`config.mk`:
```
export PLATFORM = sky130hd
export DESIGN_NAME = sai_core
export DESIGN_NICKNAME = d
export VERILOG_FILES = /design/src/sai_pkg.sv /design/src/sai_sar.sv /design/src/sai_core.sv
export SDC_FILE = /design/constraint.sdc
export NUM_CORES = 1
export LEC_CHECK = 0
export ABC_CLOCK_PERIOD_IN_PS = 3800
export BUFFER_PORTS_ARGS = -buffer_cell sky130_fd_sc_hd__buf_4
export CAP_MARGIN = 10
export CORE_ASPECT_RATIO = 1.5
export CORE_MARGIN = 2
export CORE_UTILIZATION = 55
export CTS_BUF_LIST = sky130_fd_sc_hd__clkbuf_4 sky130_fd_sc_hd__clkbuf_8
export DETAILED_ROUTE_END_ITERATION = 8
export GPL_ROUTABILITY_DRIVEN = 0
export PLACE_DENSITY = 0.75
export SLEW_MARGIN = 40
export SYNTH_ARGS = -nofsm -noshare
export SYNTH_HDL_FRONTEND = slang
export SYNTH_HIERARCHICAL = 1
export SYNTH_SLANG_ARGS = --single-unit
```
`constraint.sdc`:
```
create_clock -name CORE_CLK_I -period 3.8 [get_ports CORE_CLK_I]
set_input_delay 0.57 -clock CORE_CLK_I [delete_from_list [all_inputs] [get_ports CORE_CLK_I]]
set_output_delay 0.57 -clock CORE_CLK_I [all_outputs]
set_load 0.05 [all_outputs]
```
`src/sai_pkg.sv`:
```
// Constants, states and state records shared by the serial converter interface.
`default_nettype none
package sai_pkg;

    // ------------------------------------------------------------
    // Frame layout
    // ------------------------------------------------------------
    localparam int          RES_BITS  = 10;
    localparam int          CFG_BITS  = 2;
    localparam logic [3:0]  TOP_IDX   = 4'h9;
    localparam logic [3:0]  LAST_CFG  = 4'h1;
    localparam logic [3:0]  CNT_ZERO  = 4'h0;

    // ------------------------------------------------------------
    // Types
    // ------------------------------------------------------------
    typedef enum logic [2:0] {
        ST_IDLE,
        ST_CFG,
        ST_NULL_BIT,
        ST_CONV,
        ST_ZERO_TAIL
    } sai_phase_e;

    typedef struct packed {
        logic [3:0]          meta;
        logic [3:0]          sync;
        logic                sclk_d;
        sai_phase_e          state;
        logic [3:0]          cnt;
        logic [3:0]          bitidx;
        logic [CFG_BITS-1:0] cfg;
        logic                ch;
        logic                diff;
        logic                dout;
        logic                oe;
        logic                track;
        logic                shdn;
    } sai_core_s;

    typedef struct packed {
        logic [RES_BITS-1:0] code;
    } sai_sar_s;

    // ------------------------------------------------------------
    // Values after reset
    // ------------------------------------------------------------
    localparam sai_core_s CORE_RST = '{
        meta: 4'h0, sync: 4'h0, sclk_d: 1'b0, state: ST_IDLE,
        cnt: 4'h0, bitidx: 4'h0, cfg: '0, ch: 1'b0, diff: 1'b0,
        dout: 1'b0, oe: 1'b0, track: 1'b0, shdn: 1'b1
    };
    localparam sai_sar_s SAR_RST = '{code: 10'h000};

endpackage : sai_pkg
`default_nettype wire

```
`src/sai_sar.sv`:
```
// Successive approximation register that resolves one result bit per step.
`timescale 1ns/1ps
`default_nettype none
module sai_sar
    import sai_pkg::*;
(
    // Clock and reset
    input  wire logic                clk_i,
    input  wire logic                rst_b_i,
    // Control
    input  wire logic                clear_i,
    input  wire logic                step_i,
    input  wire logic [3:0]          idx_i,
    input  wire logic                comp_i,
    // Trial code
    output logic      [RES_BITS-1:0] code_o
);

    sai_sar_s r;
    sai_sar_s next_r;

    function automatic logic [RES_BITS-1:0] bit_mask(input logic [3:0] idx);
        bit_mask = '0;
        bit_mask[idx] = 1'b1;
    endfunction : bit_mask

    // ------------------------------------------------------------
    // Bit decisions
    // ------------------------------------------------------------
    always_comb begin
        next_r = r;
        if (clear_i) begin
            next_r.code = bit_mask(TOP_IDX);
        end else if (step_i) begin
            next_r.code = comp_i ? (r.code | bit_mask(idx_i)) : (r.code & ~bit_mask(idx_i));
            if (idx_i != CNT_ZERO) begin
                next_r.code = next_r.code | bit_mask(idx_i - 4'h1);
            end
        end
    end

    always_ff @(posedge clk_i or negedge rst_b_i) begin
        if (!rst_b_i) begin
            r <= SAR_RST;
        end else begin
            r <= next_r;
        end
    end

    assign code_o = r.code;

endmodule : sai_sar
`default_nettype wire

```
`src/sai_core.sv`:
```
// Serial readout interface of a 10-bit sampling converter, device end.
// How it works
// - Config in first byte; top two bits end it.
// - Second byte carries bits seven down to zero.
// - Output timing counts from the received start bit.
// - Zeros follow the last bit until deselect.
// - Output floats during idle, configuration and deselect.
// - Sixteen-clock select toggling repeats whole conversions.
// - Received address bit picks the input channel.
// - Shutdown entered automatically after each conversion.
`timescale 1ns/1ps
`default_nettype none
module sai_core
    import sai_pkg::*;
(
    // Clock and reset
    input  wire logic                CORE_CLK_I,
    input  wire logic                RST_B_I,
    // Serial pins from the host
    input  wire logic                SCLK_I,
    input  wire logic                CS_B_I,
    input  wire logic                DIN_I,
    // Serial data pin back to the host
    output logic                     DOUT_O,
    output logic                     DOUT_OE_O,
    // Analog front end
    input  wire logic                COMP_I,
    output logic                     CH_SEL_O,
    output logic                     DIFF_MODE_O,
    output logic                     TRACK_O,
    output logic                     SHUTDOWN_O,
    output logic      [RES_BITS-1:0] DAC_CODE_O
);

    sai_core_s r;
    sai_core_s next_r;
    logic      rise;
    logic      fall;
    logic      cs_hi;
    logic      din;
    logic      comp;
    logic      sar_clear;
    logic      sar_step;

    // ------------------------------------------------------------
    // Pin sampling
    // ------------------------------------------------------------
    // All four pins are asynchronous to the core clock, so only the
    // second stage and the delayed clock copy feed any decision.
    always_comb begin
        rise  = r.sync[3] & ~r.sclk_d;
        fall  = ~r.sync[3] & r.sclk_d;
        cs_hi = r.sync[2];
        din   = r.sync[1];
        comp  = r.sync[0];
    end

    // ------------------------------------------------------------
    // Frame sequencer
    // ------------------------------------------------------------
    always_comb begin
        next_r        = r;
        next_r.meta   = {SCLK_I, CS_B_I, DIN_I, COMP_I};
        next_r.sync   = r.meta;
        next_r.sclk_d = r.sync[3];
        sar_clear     = 1'b0;
        sar_step      = 1'b0;
        if (cs_hi) begin
            next_r.state = ST_IDLE;
            next_r.oe    = 1'b0;
            next_r.dout  = 1'b0;
            next_r.track = 1'b0;
            next_r.shdn  = 1'b1;
        end else begin
            unique case (r.state)
                ST_IDLE: begin
                    if (rise && din) begin
                        next_r.state = ST_CFG;
                        next_r.cnt   = CNT_ZERO;
                        next_r.track = 1'b1;
                        next_r.shdn  = 1'b0;
                        sar_clear    = 1'b1;
                    end
                end
                ST_CFG: begin
                    if (rise) begin
                        next_r.cfg = {r.cfg[CFG_BITS-2:0], din};
                        next_r.cnt = r.cnt + 4'h1;
                        if (r.cnt == LAST_CFG) begin
                            next_r.ch    = din;
                            next_r.diff  = ~r.cfg[0];
                            next_r.state = ST_NULL_BIT;
                        end
                    end
                end
                ST_NULL_BIT: begin
                    if (fall) begin
                        next_r.oe     = 1'b1;
                        next_r.dout   = 1'b0;
                        next_r.track  = 1'b0;
                        next_r.bitidx = TOP_IDX;
                        next_r.state  = ST_CONV;
                    end
                end
                ST_CONV: begin
                    // One result bit per falling edge.
                    if (fall) begin
                        sar_step    = 1'b1;
                        next_r.dout = comp;
                        if (r.bitidx == CNT_ZERO) begin
                            next_r.shdn  = 1'b1;
                            next_r.state = ST_ZERO_TAIL;
                        end else begin
                            next_r.bitidx = r.bitidx - 4'h1;
                        end
                    end
                end
                ST_ZERO_TAIL: begin
                    if (fall) begin
                        next_r.dout = 1'b0;
                    end
                end
                // A corrupted state code falls back to idle rather than hanging.
                default: begin
                    next_r.state = ST_IDLE;
                end
            endcase
        end
    end

    always_ff @(posedge CORE_CLK_I or negedge RST_B_I) begin
        if (!RST_B_I) begin
            r <= CORE_RST;
        end else begin
            r <= next_r;
        end
    end

    // ------------------------------------------------------------
    // Approximation register
    // ------------------------------------------------------------
    sai_sar u_sar (
        .clk_i   (CORE_CLK_I),
        .rst_b_i (RST_B_I),
        .clear_i (sar_clear),
        .step_i  (sar_step),
        .idx_i   (r.bitidx),
        .comp_i  (comp),
        .code_o  (DAC_CODE_O)
    );

    assign DOUT_O      = r.dout;
    assign DOUT_OE_O   = r.oe;
    assign CH_SEL_O    = r.ch;
    assign DIFF_MODE_O = r.diff;
    assign TRACK_O     = r.track;
    assign SHUTDOWN_O  = r.shdn;
endmodule : sai_core
`default_nettype wire

```
==> impl_summary.md <==
Synthesis
Yosys attributes the largest share of cell area to sky130_fd_sc_hd__dfrtp_1 49%, sky130_fd_sc_hd__o21ai_0 3.0%, sky130_fd_sc_hd__ha_1 2.7%. The fraction of synthesis flops using an asynchronous set or reset pin is 100%. The post-synthesis xor/xnor area fraction is 0.477%. The net count after synthesis is 183.

Yosys printed 6 warnings. The count of flip-flops with a built-in enable after synthesis is 0. Summing the areas of all compound-gate instances in the mapped netlist gives 16.2% of the synthesized area. The mean instance size in the synthesized netlist is 10.6 um2. The area share of the largest cell type after synthesis is 49.1%. After Yosys synthesis, and, or, nand and nor cells account for 22.6% of the synthesized area.

The synthesized netlist occupies a cell area of 1840 um2. The synthesized-area fraction occupied by adder cells is 2.73%. The count of cell types in the netlist is 54. The leading register cell type out of synthesis is sky130_fd_sc_hd__dfrtp_1. The share of synthesized area occupied by flip-flops and latches is 50.5%.

The cell count after synthesis came out at 173. Counting flops and latches in the post-synthesis netlist gives 37. The most used standard cell by instance count after synthesis is sky130_fd_sc_hd__dfrtp_1. Ranked by instance count, the synthesized netlist is headed by 36 x sky130_fd_sc_hd__dfrtp_1, 13 x sky130_fd_sc_hd__nand2_1, 11 x sky130_fd_sc_hd__o21ai_0. The multiplexer share of the synthesized area is 3.07%. The cell taking the most area after synthesis is sky130_fd_sc_hd__dfrtp_1. After synthesis, the largest family of logic cells by area is simple AND/OR/NAND/NOR gates.

Detailed routing
After detailed routing, the number of vias per cell comes to 6.30. After detailed routing, the average wire length per cell comes to 16.3 um. The detailed-routing iteration count for the pre-antenna-repair pass is 5. The overall routed net length is 3.83 mm. After the first detailed-routing iteration, the DRC count stood at 62.

The remaining design rule violation count is 0. Once detail routing completed, the nets flagged for antenna violations numbered 0. The routed layout has 1481 vias.

Clock tree
The number of gates resized after CTS was 0. TritonCTS built the clock tree. The H-tree was split into 2 levels. The clock slew seen by the registers of the worst setup and hold paths is 0.08 ns. The root buffer cell is sky130_fd_sc_hd__clkbuf_8. The longest clock path from root to sink contains 2 buffers. The number of clock buffers added by TritonCTS is 5. The source-to-sink clock delay at the later pin of the worst-skew pair is 0.29 ns. The number of setup buffers added after CTS is 0. The CTS sink count is 37. The number of hold buffers added after CTS was 0.

Power
Sequential cells burn 54.1% of the power. The peak supply drop is 0.330 mV. The internal portion of the total power is 0.591 mW. The power spent charging and discharging nets is 0.185 mW. Net switching is 23.8% of the power. The combinational share of power is 7.4%. For this design the ratio of total power to cell area is 369 nW/um2. Per report_power, the clock group accounts for 38.5% of the total. Power comes to 0.776 mW.

For this design the static power due to leakage is 0.940 nW.

GRT
The first global-routing pass estimated 6.57 mm of wire. The leftover overflow at the end of global routing is 0. Across every metal layer, demand over resource in global routing totals 23.1%. The number of global-route vias before repair is 1422. The initial antenna violation count came to 0. The maximum number of pins on one net before global-route repair is 38.

STA
Once routing completed, OpenROAD measured the worst setup slack at 1.59 ns. Hold timing on the final database bottoms out at a slack of 0.217 ns. The hold violation count in the final report was 0. After layout, the minimum clock period comes to 2.21 ns. Setup repair after global routing left no endpoint under its margin. Setup violations remaining at the end of the flow were counted as 0. The accumulated negative setup slack is 0 ns.

The fraction of the cycle the final worst path needs is 58.2%. Based on the critical path, the design can be clocked at up to 0.452 GHz. For the pin with the worst max-slew slack, the measured transition is 0.579 ns. The headroom to the max-slew limit is 61.4%. Clock skew on the completed layout was measured at 0.0120 ns. The count of pins over their slew limit is 0.

Finish
After routing the design area is 2100 um2. The final layout contains 204 nets. For this run, the number of standard cells in the final layout without fillers is 235. The signed area change from the synthesized netlist to the final layout is 14.6%. The share of post-route cells with drive strength above 1 is 23.6%. The final core utilization is 66.6%. The number of antenna diodes in the final layout is 0.

Floorplanning
The die covers 3820 um2. The starting utilization of the core area is 58.1%. Row generation in the floorplan step produced 25 rows. From left edge to right edge, the die measures 51.2 um.

The number of top-level pins is 22. After floorplanning, the core was sized to cover 3160 um2. The vertical die dimension is 74.8 um.

Worst setup path
For flop-to-flop paths, the worst setup slack is 1.59 ns. Measured in cells, the most critical reg-to-reg path has a length of 5. Data arrives at the worst endpoint at 2.39 ns.

In this run the critical register-to-register path is launched from next_r[19]. The biggest fanout along the worst timing path is 9. The worst setup path is captured at a register. The worst path required time is 3.98 ns. The type of element launching the critical path is a register.

The worst setup path is of the reg2reg kind. The capture instance of the worst register-to-register path is u_sar/code_o[0].

Placed design
Prior to clock tree synthesis, the placed netlist has a worst setup slack of 1.63 ns. The standard cell area after detailed placement is 2000 um2. Summed over all nets, the half-perimeter wirelength after detailed placement is 2.74 mm. The number of placed instances, taps included is 227. Buffers placed on the I/O ports in this run total 21.

Job
The tool flagged a number of max-cap violations equal to 0.

Run status
The flow ran to the end, and the final reports show no timing, DRC or antenna violations.

Worst hold path
The kind of path behind the tightest hold check is in2async.
critical path: stages, from the launching register on:
cell                      delay (ns)
sky130_fd_sc_hd__dfrtp_1        0.40
sky130_fd_sc_hd__and2b_1        0.37
sky130_fd_sc_hd__nand3_4        0.16
sky130_fd_sc_hd__nor2_1         0.39
sky130_fd_sc_hd__or3b_4         0.45
sky130_fd_sc_hd__o311a_1        0.33
placed cells by master, fill, tap and decap left out, types with 2 or more instances in the layout:
master	n
sky130_fd_sc_hd__dfrtp_1	36
sky130_fd_sc_hd__buf_4	22
sky130_fd_sc_hd__nand2_1	13
sky130_fd_sc_hd__o21ai_0	11
sky130_fd_sc_hd__inv_1	8
sky130_fd_sc_hd__nand3_1	7
sky130_fd_sc_hd__a21oi_1	7
sky130_fd_sc_hd__clkbuf_8	7
sky130_fd_sc_hd__nor2_1	5
sky130_fd_sc_hd__nand4_1	5
sky130_fd_sc_hd__a31oi_1	5
sky130_fd_sc_hd__o22ai_1	4
sky130_fd_sc_hd__nand3b_1	4
sky130_fd_sc_hd__ha_1	4
sky130_fd_sc_hd__a311oi_1	3
sky130_fd_sc_hd__nor2b_1	3
sky130_fd_sc_hd__o21bai_1	3
sky130_fd_sc_hd__mux2i_1	3
sky130_fd_sc_hd__or2_2	3
sky130_fd_sc_hd__nor3b_1	2
sky130_fd_sc_hd__a22o_1	2
sky130_fd_sc_hd__nand2b_1	2
sky130_fd_sc_hd__nor4_1	2
sky130_fd_sc_hd__and3_1	2
sky130_fd_sc_hd__or3_1	2
sky130_fd_sc_hd__or4_1	2
sky130_fd_sc_hd__o311a_1	2
power by group through the flow:
stage | Clock (mW) | Sequential [mW] | Combinational (mW)
2_1_floorplan | 0 | 0.434 | 0.0272
5_1_grt | 0.324 | 0.421 | 0.0631
4_1_cts | 0.308 | 0.419 | 0.0585
3_3_place_gp | 0 | 0.426 | 0.0560
6_report | 0.299 | 0.420 | 0.0576
3_5_place_dp | 0 | 0.427 | 0.0584
state kept, by name, indices dropped and copies added, names as in the netlist:
signal and count:
din 1, SHUTDOWN_O 1, cs_hi 1, DIFF_MODE_O 1
DOUT_OE_O 1, u_sar/code_o 10, r 13, comp 1
TRACK_O 1, DOUT_O 1, CH_SEL_O 1, next_r 5
area by class of cell:
| type | instances | area [um2] |
|---|---|---|
| inverter | 9 | 33.8 |
| clock buffer | 7 | 96.3 |
| clock inverter | 1 | 5.00 |
| sequential | 37 | 927 |
| tap | 40 | 50.0 |
| multi-input combinational | 119 | 826 |
| fill | 241 | 1060 |
| timing repair buffer | 22 | 165 |
worst max path at each step:
stage          startpoint         endpoint  depth (start not counted)
2_1_floorplan  next_r[19]  u_sar/code_o[0]                          6
3_3_place_gp   next_r[19]  u_sar/code_o[0]                          5
3_5_place_dp   next_r[19]  u_sar/code_o[0]                          5
4_1_cts        next_r[19]  u_sar/code_o[0]                          5
5_1_grt        next_r[19]  u_sar/code_o[5]                          6
6_report       next_r[19]  u_sar/code_o[0]                          5
metal layers:
layer	vias to the layer above	GRT usage (%)	share of wire, %	routed length [um]
met1	709	26.5	38	1450
met2	86	39.5	52	2000
li1	671	-	-	-
met3	15	4.76	6.7	255
met5	-	0	0	0
met4	0	13.8	3.1	120
logic make-up after synthesis:
family          Yosys count
simple gates             64
compound gates           45
fa+ha+maj                 4
mux                       5
buf+inv                  17
xor+xnor                  1
flops                    37
Note: power is estimated with default switching activity, not from simulation.
